[config.mk]
export PLATFORM = sky130hd
export DESIGN_NAME = vmesb_slave
export DESIGN_NICKNAME = d
export VERILOG_FILES = /design/src/vmesb_pkg.sv /design/src/vmesb_win_dec.sv /design/src/vmesb_slave.sv
export SDC_FILE = /design/constraint.sdc
export NUM_CORES = 1
export LEC_CHECK = 0
export ABC_CLOCK_PERIOD_IN_PS = 2300
export BUFFER_PORTS_ARGS = -buffer_cell sky130_fd_sc_hd__buf_2
export CAP_MARGIN = 30
export CORE_AREA = 2 2 153 155
export CTS_BUF_LIST = sky130_fd_sc_hd__clkbuf_8
export CTS_CLUSTER_DIAMETER = 60
export CTS_CLUSTER_SIZE = 30
export DETAILED_ROUTE_END_ITERATION = 7
export DIE_AREA = 0 0 155 157
export GPL_TIMING_DRIVEN = 1
export PLACE_DENSITY = 0.82
export SETUP_SLACK_MARGIN = 0.4
export SKIP_CTS_REPAIR_TIMING = 1
export SLEW_MARGIN = 20
export SYNTH_ARGS = -nofsm -noshare
export SYNTH_HDL_FRONTEND = slang
export SYNTH_HIERARCHICAL = 1
export SYNTH_SLANG_ARGS = --single-unit
[constraint.sdc]
create_clock -name core_clk -period 2.3 [get_ports core_clk]
set_input_delay 0.46 -clock core_clk [delete_from_list [all_inputs] [get_ports core_clk]]
set_output_delay 0.46 -clock core_clk [all_outputs]
set_load 0.1 [all_outputs]
[src/vmesb_pkg.sv]
// Constants, encodings and carrier types of the VME slave with group broadcasting.
// -----------------------------------------------------------------------------
// -----------------------------------------------------------------------------
package vmesb_pkg;
    // Register map of the local control port.
    localparam logic [31:0] EXT_MODE_ADDR = 32'hfe38_4003;
    localparam logic [31:0] BCAST_ON_ADDR = 32'hfe38_c009;
    localparam logic [31:0] BCAST_OFF_ADDR = 32'hfe38_c008;
    localparam logic [31:0] STATUS_ADDR = 32'hfe38_c00c;
    localparam logic [7:0] EXT_MODE_ON = 8'h0f;
    localparam logic [7:0] EXT_MODE_OFF = 8'h07;
    // Status register bit positions.
    localparam int ST_SLV_EN_BIT = 0;
    localparam int ST_BC_EN_BIT = 1;
    localparam int ST_GRP32_BIT = 2;
    localparam int ST_BUSY_BIT = 3;
    localparam int ST_GRP_DRV_BIT = 4;
    // Reset values.
    localparam logic SLV_EN_RST = 1'b0;
    localparam logic BC_EN_RST = 1'b0;
    // Block transfer limits and address steps.
    localparam logic [8:0] MAX_BEATS = 9'h100;
    localparam logic [31:0] ADDR_STEP_D32 = 32'h0000_0004;
    localparam logic [31:0] ADDR_STEP_D64 = 32'h0000_0008;
    // Address modifiers of block cycles.
    localparam logic [5:0] AM_BLT_USR = 6'h0b;
    localparam logic [5:0] AM_BLT_SUP = 6'h0f;
    localparam logic [5:0] AM_MBLT_USR = 6'h08;
    localparam logic [5:0] AM_MBLT_SUP = 6'h0c;
    // Width of a local memory offset, enough for 32 MB.
    localparam int MEM_OFF_W = 25;

    typedef enum logic [1:0] {
        ST_IDLE = 2'b00,
        ST_MEM = 2'b01,
        ST_GRP = 2'b11,
        ST_ACK = 2'b10
    } vmesb_state_t;

    // VME bus signals as seen by the slave, active-low strobes.
    typedef struct packed {
        logic as_b;
        logic ds_b;
        logic write_b;
        logic [5:0] am;
        logic [31:0] addr;
        logic [63:0] data;
    } vmesb_vme_t;

    // Request toward the local memory arbiter.
    typedef struct packed {
        logic req;
        logic we;
        logic wide;
        logic [MEM_OFF_W-1:0] addr;
        logic [63:0] wdata;
    } vmesb_mem_t;
endpackage : vmesb_pkg

[src/vmesb_win_dec.sv]
// Window decoder for the own slave window and the broadcast group window.
`timescale 1ns/1ps
module vmesb_win_dec
    import vmesb_pkg::*;
(
    input wire logic [31:0] addr,
    input wire logic [31:22] slave_base,
    input wire logic win32,
    input wire logic grp32,
    input wire logic bc_en,
    input wire logic write,
    output logic slv_hit,
    output logic grp_hit,
    output logic [MEM_OFF_W-1:0] mem_off
);
    // -------------------------------------------------------------------------
    // Address compare
    // -------------------------------------------------------------------------
    // The own window uses the base bits down to its size; bits 27 to 24 give
    // its place inside the group region.
    always_comb
    begin
        if (win32)
        begin
            slv_hit = (addr[31:25] == slave_base[31:25]);
        end
        else
        begin
            slv_hit = (addr[31:24] == slave_base[31:24]);
        end
    end

    // Group region is the top nibble of the base and the group window is its
    // bottom 16 or 32 MB; only writes broadcast, and only when enabled.
    always_comb
    begin
        grp_hit = bc_en && write && (addr[31:28] == slave_base[31:28]);
        if (grp32)
        begin
            grp_hit = grp_hit && (addr[27:25] == 3'h0);
        end
        else
        begin
            grp_hit = grp_hit && (addr[27:24] == 4'h0);
        end
    end

    // A 16 MB board wraps inside its own memory even in a 32 MB group window.
    assign mem_off = {win32 & addr[24], addr[23:0]};
endmodule : vmesb_win_dec

[src/vmesb_slave.sv]
// VME slave with data broadcasting, mode registers and block transfer support.
`timescale 1ns/1ps
module vmesb_slave
    import vmesb_pkg::*;
(
    input wire logic core_clk,
    input wire logic rst_b,
    input wire logic [31:0] reg_addr,
    input wire logic [7:0] reg_wdata,
    input wire logic reg_wr,
    input wire logic reg_rd,
    output logic [7:0] reg_rdata,
    input wire logic [31:22] slave_base,
    input wire logic local_mem_32mb,
    input wire logic own_mst_cycle,
    input wire vmesb_vme_t vme_in,
    output logic [63:0] vme_dout,
    output logic vme_dout_oe_b,
    input wire logic vme_dtack_in,
    output logic vme_dtack_o,
    output logic vme_dtack_oe_b,
    input wire logic grp_in,
    output logic grp_o,
    output logic grp_oe_b,
    input wire logic size_in,
    output logic size_o,
    output logic size_oe_b,
    output vmesb_mem_t mem_out,
    input wire logic [63:0] mem_rdata,
    input wire logic mem_ack
);
    // -------------------------------------------------------------------------
    // Declarations
    // -------------------------------------------------------------------------
    logic slv_en_r, slv_en_nxt, bc_en_r, bc_en_nxt;
    logic [7:0] rdata_r, rdata_nxt;
    vmesb_state_t state_r, state_nxt;
    logic as_act_r, as_act_nxt, own_r, own_nxt, wr_r, wr_nxt;
    logic [5:0] am_r, am_nxt;
    logic [31:0] cur_addr_r, cur_addr_nxt;
    logic [8:0] beats_r, beats_nxt;
    logic is_grp_r, is_grp_nxt, grp_drv_r, grp_drv_nxt;
    logic [MEM_OFF_W-1:0] moff_r, moff_nxt;
    logic [63:0] wdata_r, wdata_nxt, dout_r, dout_nxt;
    logic blt32, blt64, blt, grp32, slv_hit, grp_hit, take;
    logic [MEM_OFF_W-1:0] mem_off;

    // -------------------------------------------------------------------------
    // Control registers
    // -------------------------------------------------------------------------
    // The mode register needs an exact data value so a stray byte store cannot
    // switch the slave; the broadcast switch decodes the address only.
    always_comb
    begin
        slv_en_nxt = slv_en_r;
        bc_en_nxt = bc_en_r;
        rdata_nxt = 8'h00;
        if (reg_wr && reg_addr == EXT_MODE_ADDR)
        begin
            if (reg_wdata == EXT_MODE_ON)
            begin
                slv_en_nxt = 1'b1;
            end
            else if (reg_wdata == EXT_MODE_OFF)
            begin
                slv_en_nxt = 1'b0;
            end
        end
        if (reg_wr && reg_addr == BCAST_ON_ADDR)
        begin
            bc_en_nxt = 1'b1;
        end
        if (reg_wr && reg_addr == BCAST_OFF_ADDR)
        begin
            bc_en_nxt = 1'b0;
        end
        if (reg_rd && reg_addr == EXT_MODE_ADDR)
        begin
            rdata_nxt = slv_en_r ? EXT_MODE_ON : EXT_MODE_OFF;
        end
        else if (reg_rd && reg_addr == STATUS_ADDR)
        begin
            rdata_nxt[ST_SLV_EN_BIT] = slv_en_r;
            rdata_nxt[ST_BC_EN_BIT] = bc_en_r;
            rdata_nxt[ST_GRP32_BIT] = grp32;
            rdata_nxt[ST_BUSY_BIT] = (state_r != ST_IDLE);
            rdata_nxt[ST_GRP_DRV_BIT] = grp_drv_r;
        end
    end

    always_ff @(posedge core_clk or negedge rst_b)
    begin
        if (!rst_b)
        begin
            slv_en_r <= SLV_EN_RST;
            bc_en_r <= BC_EN_RST;
            rdata_r <= 8'h00;
        end
        else
        begin
            slv_en_r <= slv_en_nxt;
            bc_en_r <= bc_en_nxt;
            rdata_r <= rdata_nxt;
        end
    end

    assign reg_rdata = rdata_r;

    // -------------------------------------------------------------------------
    // Group size detection and decode
    // -------------------------------------------------------------------------
    // A 32 MB member pulls the shared size wire; any pull widens the window.
    assign grp32 = !size_in;
    assign size_o = 1'b0;
    assign size_oe_b = !(bc_en_r && local_mem_32mb);

    // The block mode is the master's choice, read from the address modifier.
    assign blt32 = (am_r == AM_BLT_USR) || (am_r == AM_BLT_SUP);
    assign blt64 = (am_r == AM_MBLT_USR) || (am_r == AM_MBLT_SUP);
    assign blt = blt32 || blt64;

    vmesb_win_dec u_dec (
        .addr(cur_addr_r),
        .slave_base(slave_base),
        .win32(local_mem_32mb),
        .grp32(grp32),
        .bc_en(bc_en_r),
        .write(wr_r),
        .slv_hit(slv_hit),
        .grp_hit(grp_hit),
        .mem_off(mem_off)
    );

    // Own window and group window are both live; a single cycle moves one
    // word, a block cycle up to the beat limit. Own-master cycles fall through
    // so another slave or the bus timer ends them.
    assign take = (state_r == ST_IDLE) && as_act_r && !vme_in.ds_b && slv_en_r
                  && !own_r && (slv_hit || grp_hit)
                  && (beats_r < MAX_BEATS) && (blt || beats_r == 9'h000);

    // -------------------------------------------------------------------------
    // Cycle sequencer
    // -------------------------------------------------------------------------
    always_comb
    begin
        state_nxt = state_r;
        as_act_nxt = as_act_r;
        own_nxt = own_r;
        wr_nxt = wr_r;
        am_nxt = am_r;
        cur_addr_nxt = cur_addr_r;
        beats_nxt = beats_r;
        is_grp_nxt = is_grp_r;
        grp_drv_nxt = grp_drv_r;
        moff_nxt = moff_r;
        wdata_nxt = wdata_r;
        dout_nxt = dout_r;
        // The address phase opens on the strobe's falling level.
        if (vme_in.as_b)
        begin
            as_act_nxt = 1'b0;
        end
        else if (!as_act_r)
        begin
            as_act_nxt = 1'b1;
            own_nxt = own_mst_cycle;
            wr_nxt = !vme_in.write_b;
            am_nxt = vme_in.am;
            cur_addr_nxt = vme_in.addr;
            beats_nxt = 9'h000;
        end
        unique case (state_r)
            ST_IDLE:
            begin
                if (take)
                begin
                    state_nxt = ST_MEM;
                    is_grp_nxt = grp_hit && !slv_hit;
                    grp_drv_nxt = grp_hit && !slv_hit;
                    moff_nxt = mem_off;
                    wdata_nxt = vme_in.data;
                end
            end
            ST_MEM:
            begin
                if (mem_ack)
                begin
                    dout_nxt = mem_rdata;
                    grp_drv_nxt = 1'b0;
                    state_nxt = is_grp_r ? ST_GRP : ST_ACK;
                end
            end
            ST_GRP:
            begin
                // Wait until no member holds the wire any more.
                if (grp_in)
                begin
                    state_nxt = ST_ACK;
                end
            end
            ST_ACK:
            begin
                if (vme_in.ds_b)
                begin
                    state_nxt = ST_IDLE;
                    beats_nxt = beats_r + 9'h001;
                    if (blt64)
                    begin
                        cur_addr_nxt = cur_addr_r + ADDR_STEP_D64;
                    end
                    else if (blt32)
                    begin
                        cur_addr_nxt = cur_addr_r + ADDR_STEP_D32;
                    end
                end
            end
        endcase
    end

    always_ff @(posedge core_clk or negedge rst_b)
    begin
        if (!rst_b)
        begin
            state_r <= ST_IDLE;
            as_act_r <= 1'b0;
            own_r <= 1'b0;
            wr_r <= 1'b0;
            am_r <= 6'h00;
            cur_addr_r <= 32'h0000_0000;
            beats_r <= 9'h000;
            is_grp_r <= 1'b0;
            grp_drv_r <= 1'b0;
            moff_r <= '0;
            wdata_r <= 64'h0;
            dout_r <= 64'h0;
        end
        else
        begin
            state_r <= state_nxt;
            as_act_r <= as_act_nxt;
            own_r <= own_nxt;
            wr_r <= wr_nxt;
            am_r <= am_nxt;
            cur_addr_r <= cur_addr_nxt;
            beats_r <= beats_nxt;
            is_grp_r <= is_grp_nxt;
            grp_drv_r <= grp_drv_nxt;
            moff_r <= moff_nxt;
            wdata_r <= wdata_nxt;
            dout_r <= dout_nxt;
        end
    end

    // -------------------------------------------------------------------------
    // Pin and memory outputs
    // -------------------------------------------------------------------------
    // Open-collector style pins: the level is always low, the enable decides.
    assign vme_dtack_o = 1'b0;
    assign vme_dtack_oe_b = (state_r != ST_ACK);
    assign grp_o = 1'b0;
    assign grp_oe_b = !grp_drv_r;
    assign vme_dout = dout_r;
    assign vme_dout_oe_b = !((state_r == ST_ACK) && !wr_r);
    assign mem_out.req = (state_r == ST_MEM);
    assign mem_out.we = wr_r;
    assign mem_out.wide = blt64;
    assign mem_out.addr = moff_r;
    assign mem_out.wdata = wdata_r;
endmodule : vmesb_slave

==> metrics.md <==
| Metric | Value |
|---|---|
| Status | finished with violations |
| Failing checks | negative setup slack |
| Critical Path Fanout Max | 6 |
| DR iter-0 viols | 732 |
| Via density | 5.49 |
| Max Freq | 430 MHz |
| Area grow syn2layout | 41.3% |
| Startpoint types | register |
| # H-tree levels | 1 |
| TritonCTS Buffers | 19 |
| Crit-path max cell delay | 0.44 ns |
| Total of max-cap violations | 0 |
| Power, Total | 7.68 mW |
| Die Y | 157 um |
| Sequential area share after synthesis | 53.4% |
| Vias in the first global route | 8347 |
| Layout Skew | 0.0335 ns |
| Post-Syn Area | 9990 sq um |
| Die Footprint | 24300 sq um |
| Reg-to-reg endpoint | moff_r[12] |
| First-pass GRT wire length | 46400 um |
| Critical R2R Launch | cur_addr_r[30] |
| Clock buffer depth | 3 |
| Crit Path Class | register to primary output |
| Ys flop type | dfrtp_1 |
| DP Wirelength | 24100 um |
| Cell breakdown of the critical path | nor3b_4, nand2_2, clkinvlp_4, buf_12 |
| Worst slew pin tran | 0.573 ns |
| GRT Overall Usage | 24.4% |
| Maximum VDD drop | 0.000576 V |
| CTS sink cnt | 213 |
| Starting Density | 44.4% |
| Crit end category | primary output |
| Distinct cells, synth | 67 |
| Initial antenna violation count | 6 |
| Final WS setup | -0.0257 ns |
| Worst Path Buf+Inv | 2 |
| DRC errors left | 0 |
| WL/cell | 20.8 um |
| Clock latency on the worst-skew pair | 0.55 ns |
| Final TNS setup | -0.191 ns |
| Largest net degree at the start of global routing | 66 |
| Post-Place Cell Area | 12500 sq um |
| P_leak | 7.50 nW |
| Final Setup Violations | 14 |
| Clock root buffer | clkbuf_8 |
| Worst-path clk slew | 0.12 ns |
| HP Start | vme_in[104] |
| EDFF count, synth | 0 |
| Port buffer count | 389 |
| Gpl congestion | 0.857 |
| GRT overflow | 0 |
| Top-Level Pins | 400 |
| Max_slew headroom | 61.5% |
| Synth top area cells | dfrtp_1 53%, mux2_2 18%, nand2_1 3.5%, buf_4 3.0%, a21oi_1 1.3% |
| Total number of vias | 8732 |
| Synthesis-stage register bit count | 213 |
| Row cnt | 55 |
| Share of the synthesized area in the top cell type | 53.4% |
| Drt total wl | 33100 um |
| Crit path DAT | 1.87 ns |
| Worst reg2reg setup slack | -0.03 ns |
| Hold WS | 0.0782 ns |
| Layout cells sized above 1 | 58.0% |
| Nets@finish | 1522 |
| CTS tree | done |
| Slowest cell on the critical path | dfrtp_1 |
| Ys Warns | 6 |
| WHS Endpoint | as_act_r |
| Core box area | 22500 sq um |
| Avg Cell Area, Syn | 11.8 sq um |
| Pwr dens | 544 nW/um^2 |
| Worst Path Required | 1.84 ns |
| Worst Reg2Reg Path Length in Cells | 9 |
| Post-layout util | 62.7% |
| RSZ-0062 raised after global routing | true |
| Hold Crit Class | primary input to register |
| Syn Inst Count | 845 |
| Hold path depth | 2 |
| Crit path depth | 4 |
| DRT antenna net count | 0 |
| Final Cell Area | 14100 sq um |
| Router iterations before antenna repair | 5 |
| Synth async-reset ratio | 100% |
| Synth area leader | dfrtp_1 |
| Slew Viols, Final | 0 |
| Die X | 155 um |
| Endpoints failing hold | 0 |
| Ratio of final minimum period to clock period | 101% |
| Crit path max-delay family | simple AND/OR/NAND/NOR gates |
| Fin crit period | 2.33 ns |
logic make-up (layout without fill, tap and decap cells):
family | Yosys count | after routing | synth area share [%]
AO/OA/AOI/OAI | 125 | 125 | 8.53
XOR/XNOR | 18 | 18 | 1.58
adder cells (fa/ha/maj) | 4 | 4 | 0.501
buffers and inverters | 92 | 542 | 5.34
flip-flops | 213 | 213 | 53.4
multiplexers | 169 | 169 | 18.9
other | 1 | 12 | 0.0376
AND/OR/NAND/NOR | 223 | 223 | 11.7
worst reg2reg max path, delay by kind of cell (launching register included):
kind,cells,cell delay (ns)
AO/OA/AOI/OAI,2,0.42
XOR/XNOR,1,0.19
buffers and inverters,3,0.52
flip-flops,1,0.42
multiplexers,1,0.33
AND/OR/NAND/NOR,2,0.35
where the power goes:
| part | total (mW) | leakage [nW] | switching [mW] | internal [mW] |
|---|---|---|---|---|
| registers | 3.96 | 2.90 | 0.123 | 3.84 |
| clock network | 2.58 | 0.221 | 1.54 | 1.04 |
| logic | 1.14 | 4.38 | 0.618 | 0.521 |
through the flow:
stage	instances	setup WS, ns
after CTS	1542	-0.172
final	1591	-0.0257
after global placement	1510	-0.114
after detailed placement	1510	-0.175
after global routing	1591	-0.108
after floorplan	850	0.346
registers in the layout, summed over array words and instances (netlist names), 2 cells and up:
name	cells
beats_r	9
cur_addr_r	32
am_r	5
state_r	2
reg_rdata	5
vme_dout	64
moff_r	25
wdata_r	64
worst max path at each step:
stage / startpoint / end / slack (ns)
finish: am_r[4] / mem_out[89] / -0.03
global route: am_r[4] / mem_out[89] / -0.11
CTS: am_r[5] / mem_out[89] / -0.17
detailed placement: slave_base[26] / wdata_r[49] / -0.18
global placement: slave_base[26] / wdata_r[58] / -0.11
floorplan: slave_base[31] / moff_r[10] / 0.35
synthesized netlist by cell type (all sizes together), types with 4 or more instances:
master / number
a21o: 6
nand3: 14
mux2i: 12
xnor2: 13
inv: 15
nor4bb: 4
a31oi: 9
o21ai: 23
xor2: 5
mux2: 157
a211oi: 5
a31o: 5
and3: 4
o311ai: 6
clkbuf: 16
a221o: 4
o22ai: 10
nor4: 11
a22o: 4
nor3: 14
dfrtp: 213
nor2: 32
ha: 4
a21oi: 25
buf: 60
nand2: 92
nand4: 21
and4: 6
and2: 6
cell usage in the layout (no fill, tap or decap), types with 16 or more instances in the layout:
cell type | synthesis | routed
buf_2 | 17 | 370
buf_6 | 2 | 17
a21oi_1 | 25 | 21
mux2_4 | 0 | 64
mux2_2 | 157 | 93
o21ai_0 | 21 | 16
nor2_1 | 32 | 25
nand4_1 | 17 | 17
buf_4 | 40 | 69
dfrtp_1 | 213 | 207
nand2_1 | 92 | 90
buf_12 | 0 | 17
clkbuf_8 | 0 | 20
per-layer routing:
metal,global-route usage (%),share of wire (%),up-vias
met5,0,0,-
met4,8.51,3.9,0
met3,3.94,6.8,92
met2,42.8,51,436
met1,30.6,38,4296
li1,-,-,3908
layout make-up:
class                      instances  area [sq um]
inverter                          16          68.8
sequential                       213          5340
clock inverter                    12           169
antenna                            6          15.0
tap                              285           357
clock buffer                      20           275
timing repair buffer             494          3180
fill                            1763          8390
multi-input combinational        545          4710
(Power assumes the default switching activity.)
